===== config.mk =====
export PLATFORM = sky130hd
export DESIGN_NAME = fog_top
export DESIGN_NICKNAME = d
export VERILOG_FILES = /design/src/fog_pkg.sv /design/src/fog_top.sv
export SDC_FILE = /design/constraint.sdc
export NUM_CORES = 1
export LEC_CHECK = 0
export BUFFER_PORTS_ARGS = -buffer_cell sky130_fd_sc_hd__buf_2
export CAP_MARGIN = 10
export CORE_UTILIZATION = 41
export CTS_CLUSTER_SIZE = 25
export DETAILED_ROUTE_END_ITERATION = 10
export PLACE_DENSITY = 0.8
export RECOVER_POWER = 100
export SLEW_MARGIN = 20
export SYNTH_ARGS = -nofsm -noshare
export SYNTH_HDL_FRONTEND = slang
export SYNTH_SLANG_ARGS = --single-unit
export TNS_END_PERCENT = 50

===== constraint.sdc =====
create_clock -name clk -period 1.5 [get_ports clk]
set_clock_uncertainty 0.15 [all_clocks]
set_input_delay 0.45 -clock clk [delete_from_list [all_inputs] [get_ports clk]]
set_output_delay 0.45 -clock clk [all_outputs]
set_load 0.02 [all_outputs]

===== src/fog_pkg.sv =====
package fog_pkg;
    // ******************************
    // Register map
    // ******************************
    localparam logic [7:0] OFS_OVL_CTRL = 8'h00;  // ram_overlay_control
    localparam logic [7:0] OFS_ERR_STAT = 8'h04;  // flash_error_status
    localparam logic [7:0] OFS_MODE_STAT = 8'h08; // Mode and pin state
    // Reset and fixed-one patterns
    localparam logic [7:0] OVL_CTRL_RST = 8'hf1;
    localparam logic [7:0] OVL_FIXED_ONES = 8'hf1;
    localparam logic [7:0] ERR_FIXED_ONES = 8'h7f;
    // Field positions
    localparam int OVL_EN_BIT = 3;
    localparam int OVL_SEL_HI_BIT = 2;
    localparam int OVL_SEL_LO_BIT = 1;
    localparam int ERR_FLAG_BIT = 7;
    // Address windows
    localparam logic [23:0] RAM_WIN_BASE = 24'hfff800;
    localparam logic [23:0] FLASH_OVL_BASE = 24'h000000;
    localparam int WIN_BITS = 10;
    localparam logic [23:0] FLASH_TOP = 24'h020000;
    // Mode numbers
    localparam logic [2:0] MODE_FIVE = 3'h5;
    localparam logic [2:0] MODE_SIX = 3'h6;
    // AXI responses
    localparam logic [1:0] RESP_OKAY = 2'h0;
    localparam logic [1:0] RESP_SLVERR = 2'h2;

    // Pin group sampled from outside
    typedef struct packed {
        logic write_enable_pin;
        logic mode_pin_two;
        logic mode_pin_one;
        logic mode_pin_zero;
    } fog_pins_s;

    // Decoded operating mode
    typedef struct packed {
        logic [2:0] mode;
        logic boot;
        logic user;
    } fog_mode_s;
endpackage : fog_pkg


===== src/fog_top.sv =====
// The placing of the registers and register access over AXI4-Lite were left to the implementer.
`timescale 1ns/1ps
// Function
// - Overlay bits 7..4 and 0 read one
// - Select bits zero outside modes 5-7
// - Select bits writable in modes 5-7
// - Select bits cleared by reset, hardware standby
// - Overlay enable blocks program and erase
// - Select bits pick remapped 1 KB range
// - Flash read during operation sets error
// - Qualifying exception during operation sets error
// - Sleep during operation sets error
// - Error flag refuses program and erase
// - Error cleared only by resets, standby
// - Status bits 6..0 read one
// - Pins decode boot and user modes
// - Boot mode inverts highest mode pin
// - Mode 6 has no on-board programming
// - Mode monitor reports 5 or 7 in boot mode
// - Write-enable status follows its pin
module fog_top (
    input wire logic clk,                  // 20 MHz system clock
    input wire logic rst,                  // Reset pin, synchronous, high
    input wire logic wdt_reset,            // Watchdog reset pulse
    input wire logic hw_standby,           // Hardware standby level
    input wire fog_pkg::fog_pins_s pins,   // Raw mode and write-enable pins
    input wire logic pe_active,            // Program or erase under way
    input wire logic exc_seq,              // Qualifying exception sequence start
    input wire logic sleep_exec,           // Sleep instruction executed
    input wire logic cpu_valid,            // CPU access strobe
    input wire logic cpu_read,             // CPU access is a read or fetch
    input wire logic [23:0] cpu_addr,      // CPU byte address
    output logic ram_sel,                  // Access goes to on-chip RAM
    output logic [9:0] ram_offset,         // Offset inside the 1 KB RAM window
    output logic flash_sel,                // Access goes to the flash array
    output logic pe_allowed,               // Program and erase permitted
    output logic program_error_flag,       // Sticky error flag
    output logic write_enable_status,      // Synchronised write-enable pin
    output fog_pkg::fog_mode_s mode_monitor, // Decoded mode
    input wire logic [7:0] awaddr,         // AXI write address
    input wire logic awvalid,              // AXI write address valid
    output logic awready,                  // AXI write address ready
    input wire logic [31:0] wdata,         // AXI write data
    input wire logic [3:0] wstrb,          // AXI byte strobes
    input wire logic wvalid,               // AXI write data valid
    output logic wready,                   // AXI write data ready
    output logic [1:0] bresp,              // AXI write response
    output logic bvalid,                   // AXI write response valid
    input wire logic bready,               // AXI write response ready
    input wire logic [7:0] araddr,         // AXI read address
    input wire logic arvalid,              // AXI read address valid
    output logic arready,                  // AXI read address ready
    output logic [31:0] rdata,             // AXI read data
    output logic [1:0] rresp,              // AXI read response
    output logic rvalid,                   // AXI read data valid
    input wire logic rready                // AXI read data ready
);
    // ******************************
    // Pin synchronisers
    // ******************************
    fog_pkg::fog_pins_s pin_meta; // First stage, read only by second
    fog_pkg::fog_pins_s pin_sync; // Second stage, safe to use
    fog_pkg::fog_mode_s next_mode; // Decoded mode from pins
    logic [2:0] pin_num;           // Raw pin mode number

    // Two flops before any decode
    always_ff @(posedge clk) begin
        pin_meta <= pins;
        pin_sync <= pin_meta;
    end

    // ******************************
    // Mode decode
    // ******************************
    assign pin_num = {pin_sync.mode_pin_two, pin_sync.mode_pin_one, pin_sync.mode_pin_zero};
    // boot when enabled, low pin two, high pin zero
    assign next_mode.boot = pin_sync.write_enable_pin & ~pin_sync.mode_pin_two
                            & pin_sync.mode_pin_zero;
    // boot reports mode 5 or 7
    assign next_mode.mode = next_mode.boot ? {1'b1, pin_num[1:0]} : pin_num;
    // mode 6 never on-board: pin zero low excludes it
    assign next_mode.user = pin_sync.write_enable_pin & pin_sync.mode_pin_two
                            & pin_sync.mode_pin_zero;

    logic mode_ok;   // Flash-enabled modes 5 to 7
    assign mode_ok = mode_monitor.mode >= fog_pkg::MODE_FIVE;

    // Mode monitor and write-enable status registered
    always_ff @(posedge clk) begin
        if (rst) begin
            mode_monitor <= '0;
            write_enable_status <= 1'b0;
        end else begin
            mode_monitor <= next_mode;
            write_enable_status <= pin_sync.write_enable_pin;
        end
    end

    // ******************************
    // Overlay decode
    // ******************************
    logic [2:0] ovl_bits;   // Enable, select high, select low
    logic ovl_en;           // Effective overlay enable
    logic [1:0] ovl_sel;    // Range select
    logic in_ram_win;       // Address in the normal RAM window
    logic in_ovl_range;     // Address in the selected flash range
    logic in_flash;         // Address in flash space
    logic ovl_hit;          // Flash address remapped to RAM

    // outside modes 5-7 the bits act as zero
    assign ovl_en = ovl_bits[2] & mode_ok;
    assign ovl_sel = ovl_bits[1:0];
    assign in_ram_win = cpu_addr[23:fog_pkg::WIN_BITS]
        == fog_pkg::RAM_WIN_BASE[23:fog_pkg::WIN_BITS];
    // select picks one of four 1 KB ranges
    assign in_ovl_range = cpu_addr[23:fog_pkg::WIN_BITS]
        == (fog_pkg::FLASH_OVL_BASE[23:fog_pkg::WIN_BITS] + {12'h000, ovl_sel});
    assign in_flash = cpu_addr < fog_pkg::FLASH_TOP;
    assign ovl_hit = ovl_en & in_ovl_range;

    // Routing registered; decode uses current bits, so the next access remaps
    always_ff @(posedge clk) begin
        if (rst) begin
            ram_sel <= 1'b0;
            flash_sel <= 1'b0;
            ram_offset <= '0;
        end else begin
            ram_sel <= cpu_valid & (in_ram_win | ovl_hit);
            flash_sel <= cpu_valid & in_flash & ~ovl_hit;
            ram_offset <= cpu_addr[fog_pkg::WIN_BITS-1:0];
        end
    end

    // ******************************
    // Error flag and protection
    // ******************************
    logic err_event;   // Any setting condition this cycle
    logic err_clear;   // Any clearing condition
    assign err_event = pe_active & ((cpu_valid & cpu_read & in_flash & ~ovl_hit)
                       | exc_seq | sleep_exec);
    assign err_clear = rst | wdt_reset | hw_standby;

    // Resets and hardware standby dominate: nothing else may clear the flag
    always_ff @(posedge clk) begin
        if (err_clear) begin
            program_error_flag <= 1'b0;
        end else if (err_event) begin
            program_error_flag <= 1'b1;
        end
    end

    // Permission needs pin, on-board mode, no overlay, no error
    always_ff @(posedge clk) begin
        if (rst) begin
            pe_allowed <= 1'b0;
        end else begin
            pe_allowed <= pin_sync.write_enable_pin & (mode_monitor.boot | mode_monitor.user)
                          & ~ovl_en & ~program_error_flag;
        end
    end

    // ******************************
    // AXI4-Lite slave
    // ******************************
    logic aw_full;        // Write address held
    logic w_full;         // Write data held
    logic [7:0] aw_q;     // Held write address
    logic [7:0] wd_q;     // Held low data byte
    logic ws_q;           // Held low-lane strobe
    logic do_write;       // Both halves present
    logic wr_ovl;         // Write hits overlay control
    logic wr_ok;          // Write address mapped
    logic [7:0] ovl_rd;   // Overlay control read view
    logic [7:0] err_rd;   // Status read view
    logic [31:0] rd_mux;  // Selected read word
    logic rd_ok;          // Read address mapped

    assign do_write = aw_full & w_full & ~bvalid;
    assign wr_ovl = aw_q == fog_pkg::OFS_OVL_CTRL;
    assign wr_ok = wr_ovl | (aw_q == fog_pkg::OFS_ERR_STAT) | (aw_q == fog_pkg::OFS_MODE_STAT);
    assign ovl_rd = fog_pkg::OVL_FIXED_ONES | {4'h0, mode_ok ? ovl_bits : 3'h0, 1'b0};
    assign err_rd = fog_pkg::ERR_FIXED_ONES | {program_error_flag, 7'h00};
    assign rd_ok = (araddr == fog_pkg::OFS_OVL_CTRL) | (araddr == fog_pkg::OFS_ERR_STAT)
                   | (araddr == fog_pkg::OFS_MODE_STAT);
    assign rd_mux = (araddr == fog_pkg::OFS_OVL_CTRL) ? {24'h000000, ovl_rd}
                  : (araddr == fog_pkg::OFS_ERR_STAT) ? {24'h000000, err_rd}
                  : (araddr == fog_pkg::OFS_MODE_STAT) ? {26'h0000000, write_enable_status,
                     mode_monitor} : 32'h00000000;

    // Write channels: one write in flight, ready drops until response taken
    always_ff @(posedge clk) begin
        if (rst) begin
            awready <= 1'b1;
            wready <= 1'b1;
            aw_full <= 1'b0;
            w_full <= 1'b0;
            aw_q <= '0;
            wd_q <= '0;
            ws_q <= 1'b0;
            bvalid <= 1'b0;
            bresp <= fog_pkg::RESP_OKAY;
        end else begin
            // Address and data taken in either order
            if (awvalid & awready) begin
                aw_full <= 1'b1;
                aw_q <= awaddr;
                awready <= 1'b0;
            end
            if (wvalid & wready) begin
                w_full <= 1'b1;
                wd_q <= wdata[7:0];
                ws_q <= wstrb[0];
                wready <= 1'b0;
            end
            // Response once both halves held
            if (do_write) begin
                aw_full <= 1'b0;
                w_full <= 1'b0;
                bvalid <= 1'b1;
                bresp <= wr_ok ? fog_pkg::RESP_OKAY : fog_pkg::RESP_SLVERR;
            end
            if (bvalid & bready) begin
                bvalid <= 1'b0;
                awready <= 1'b1;
                wready <= 1'b1;
            end
        end
    end

    // Overlay bits: survive software standby, lost on reset or hardware standby
    always_ff @(posedge clk) begin
        if (rst | hw_standby) begin
            ovl_bits <= fog_pkg::OVL_CTRL_RST[3:1];
        end else if (do_write & wr_ovl & ws_q & mode_ok) begin
            ovl_bits <= wd_q[3:1];
        end
    end

    // Read channel: answer one cycle after address taken
    always_ff @(posedge clk) begin
        if (rst) begin
            arready <= 1'b1;
            rvalid <= 1'b0;
            rdata <= '0;
            rresp <= fog_pkg::RESP_OKAY;
        end else if (arvalid & arready) begin
            arready <= 1'b0;
            rvalid <= 1'b1;
            rdata <= rd_mux;
            rresp <= rd_ok ? fog_pkg::RESP_OKAY : fog_pkg::RESP_SLVERR;
        end else if (rvalid & rready) begin
            rvalid <= 1'b0;
            arready <= 1'b1;
        end
    end

    logic rd_was_ovl; // Last read targeted overlay control
    always_ff @(posedge clk) begin
        if (arvalid & arready) begin
            rd_was_ovl <= araddr == fog_pkg::OFS_OVL_CTRL;
        end
    end
endmodule : fog_top


# After elaboration in Yosys (flattened, before gate mapping)
# Cells that the tools add are included.
# totals
input_bits,94
regBits,87
output_inout_bits,61
# op_classes
mux,11
n_reduce_logical,5
bitwise_logic,42
order_cmp,2
eq_ne,6
# ops
operator,n
1-bit bitwise AND,26
24-bit by 18-bit < comparator with 1-bit output (second input constant),1
8-bit by 3-bit equality test with 1-bit output (second input constant),2
8-bit by 4-bit equality test with 1-bit output (second input constant),2
8-bit logical NOT,2
8-bit 2-to-1 mux,2
14-bit equality test (second input constant),1
14-bit by 2-bit equality test with 1-bit output,1
1-bit OR,11
3-bit 2-to-1 mux,2
6-bit 2-to-1 mux,1
1-bit inverter,5
1-bit 2-to-1 mux,4
2-bit 2-to-1 mux,2
2-bit OR reduction,2
3-bit >= comparator (second input constant),1
2-bit nonzero test,1

# Longest topological paths before layout
# depth
depth_word,8
depth_mapped,5
ltp_nobuf,4

# Least setup slack after synthesis
# Ideal clock, no wire load.
# synth_path
path_type,register to register
startpoint,register mode_monitor[2] in the netlist's numbering
endpoint,register rdata[3]
path_stages_with_launch,5
path_slack_ps,97
setup_ps,130
t_arrival_ps,1123
synth_period_minus_slack_ps,1403
cell_sequence,dfxtp_1 > o21a_1 > and2_4 > o311ai_0 > o31ai_1
# synth_between
elab_chain_len,3
# synth_lines
item,line_no,rtl
start: declaration,fog_top.sv:39,"output fog_pkg::fog_mode_s mode_monitor,"
start signal: assignment,fog_top.sv:94,mode_monitor <= next_mode;
3-bit >= comparator,fog_top.sv:86,assign mode_ok = mode_monitor.mode >= fog_pkg::MODE_FIVE;
3-bit 2-to-1 mux,fog_top.sv:181,"assign ovl_rd = fog_pkg::OVL_FIXED_ONES | {4'h0, mode_ok ? ovl_bits : 3'h0, 1'b0};"
8-bit 2-to-1 mux,fog_top.sv:185,"assign rd_mux = (araddr == fog_pkg::OFS_OVL_CTRL) ? {24'h000000, ovl_rd}"
end signal: assignment,fog_top.sv:249,rdata <= rd_mux;
end: declaration,fog_top.sv:53,"output logic [31:0] rdata,"
# Every way passes these cells.
# A chain may end at the register's enable or synchronous reset.

# Final worst setup path
# layout_path
startpoint,register mode_monitor[2] in the netlist's numbering
endpoint,output mode_monitor[2] in the netlist's numbering
# No word-level cell between the ends.

==> impl_metrics.ini <==
[cells_and_area]
layout_common_cells = buf_2, dfxtp_1, clkbuf_2
final_common_cell = buf_2
area.growth.synth_to_final_pct = 32.9
layout-drive-gt1-share_pct = 32.9
nets = 460
fillerInstances = 519
diodes = 0

[drt]
drt-met1-wl_mm = 2.21
dr.first_iter.drc_count = 88
avgViaCountPerCell = 4.63
wl_met2_mm = 2.35
drt-total-wl_mm = 4.84
maxUsedRoutingLayer = met4
drc = 0
route.antenna.remaining_nets = 0
drtPass1Iterations = 4
met3_length_um = 233
wl_per_cell_um = 10.9
num_vias = 2051

[power_and_ir_drop]
p_total_w = 0.00404
irDropWorstVdd_v = 0.000841
p_leak_nw = 1.44
power.density_mw_per_mm2 = 1310

[timing]
setup_viol = 0
rsz0062_at_grt = no
finalCritPeriodShare_pct = 97.1
setup_ws_ns = 0.0436
period_minus_slack_ns = 1.46
finalMaxSlewViolations = 0
finalHoldViolCount = 0
fmax_mhz = 687

[synthesis]
synth_edf_count = 0
synthCells = 261
synth_area_per_cell_sq_um = 8.93
synth-seq-cells = 60
seq_area_frac_synth_pct = 51.6
async_reset_ff_share_pct = 0
synth_cell_type_count = 40
ys.flop_type = dfxtp_1
yosys_warnings = 0
synth_area_sq_mm = 0.00233

[floorplanning]
ios = 155
row_count = 27
die-area_sq_mm = 0.00599
initial_core_util_pct = 42.3
core_area_sq_mm = 0.00551
die_w_um = 77.4
die_h_um = 77.4

[global_routing]
grt_max_degree = 15
antenna_found_initial = 0
overflow = 0
grt_pass1_wl_mm = 7.91
grt_usage_pct = 16.8
grt_pass1_vias = 1841

[worst_setup_path]
start_kind = flop
crit_buf_inv = 1
cp_cell_sequence = buf_2
crit_path_end_kind = output port
crit_path_max_incr_delay_ns = 0.35
critPathKind = flop to output port
cp_slowest_cell = dfxtp_1
arrival_ns = 0.86
crit_family = flip-flops
path_max_fanout = 3
cp.required_ns = 0.90

[place]
port_buffers = 96
hpwl_mm = 3.75
pre_cts_ws_ns = -0.0570
place_congestion = 0.775

[run_status]
status = completed

[clock_tree]
cts_setup_buffers = 0
cts.clk_slew.worst_paths_ns = 0.07
tritoncts = yes
clkSinkCount = 60
root_buffer = clkbuf_8
ctsHtreeMaxLevel = 3
holdBufCountCts = 0
clockBufferDepth = 2
cts_buffers = 9
clock_latency_ns = 0.32

[hold_path]
hp-class = input pin to flop

[run]
drv_cap = 0
-- synthesized netlist by cell type (all sizes together), types with 2 or more instances --
master | instances | share of area [%]
clkbuf | 4 | 0.64
and4b | 2 | 0.86
a21oi | 26 | 5.6
nor2 | 18 | 2.9
nand3 | 17 | 3.7
nand4 | 6 | 1.6
and2 | 2 | 0.64
nor3 | 7 | 1.5
nand2 | 25 | 4.0
nor2b | 13 | 3.5
o31ai | 2 | 0.64
xor2 | 2 | 0.75
inv | 6 | 0.97
nand2b | 2 | 0.54
nand4b | 2 | 0.75
a311oi | 2 | 0.75
buf | 32 | 9.8
dfxtp | 60 | 52
o21ai | 11 | 2.4
a211o | 2 | 0.75
nor4 | 5 | 1.3
and3 | 3 | 0.86
-- timing repair --
item	in CTS	in global routing
cloned	0	0
gates resized for setup	4	9
setup endpoints to repair	2	9
-- area by class of cell --
type	instances	area, sq um	area share (%)
Sequential cell	60	1210	39.1
Multi-Input combinational cell	184	956	30.9
Timing Repair Buffer	105	552	17.8
Clock buffer	12	145	4.69
Clock inverter	4	120	3.88
Tap cell	72	90.1	2.91
Inverter	6	22.5	0.728
-- power by group --
group          switching [W]  total, W  internal (W)
clock               0.000585   0.00190       0.00132
combinational       0.000266  0.000429      0.000163
sequential         0.0000393   0.00171       0.00167
total               0.000890   0.00404       0.00315
-- metal layers --
| layer | GRT usage (%) | up-vias |
|---|---|---|
| met5 | 0 | - |
| met4 | 8.49 | 0 |
| met3 | 3.29 | 4 |
| met2 | 27.5 | 68 |
| met1 | 20.9 | 913 |
| li1 | - | 1066 |
-- logic make-up (layout without fill, tap and decap cells) --
| family | count (synthesis) | count (layout) | synth area share [%] |
|---|---|---|---|
| xor gates and xnor gates | 2 | 2 | 0.752 |
| buffers and inverters | 42 | 127 | 11.4 |
| and+or+nand+nor | 107 | 107 | 24.0 |
| AOI/OAI and AO/OA | 49 | 49 | 12.1 |
| DFF | 60 | 60 | 51.6 |
| other | 1 | 26 | 0.161 |
-- registers in the layout, summed over array words and instances, names as in the netlist, 3 cells and up --
name / cells
pin_num: 3
pin_meta: 4
rdata: 8
mode_monitor: 5
ram_offset: 10
aw_q: 8
ovl_bits: 3
wd_q: 3
-- worst paths after layout --
kind	start	to	cells after the start	slack [ns]
worst min register to register	pin_meta[1]	pin_num[1]	0	0.18
worst min-delay path	pins[0]	pin_meta[0]	1	0.08
worst max-delay path	mode_monitor[2]	mode_monitor[2]	1	0.04
worst max register to register	mode_monitor[2]	rdata[3]	4	0.08
-- stage by stage --
stage	instances	instance area (sq um)	hold slack [ns]	utilization (%)	setup TNS, ns
after floorplan	286	2420	0.160	-	0
after global placement	427	2820	0.163	51.2	-0.0239
after detailed placement	427	2820	0.164	51.2	-0.175
after CTS	443	3090	0.0588	56.1	0
after global routing	443	3100	0.0638	56.2	0
final	443	3100	0.0783	56.2	0
Power figures use the tool's default switching activity.
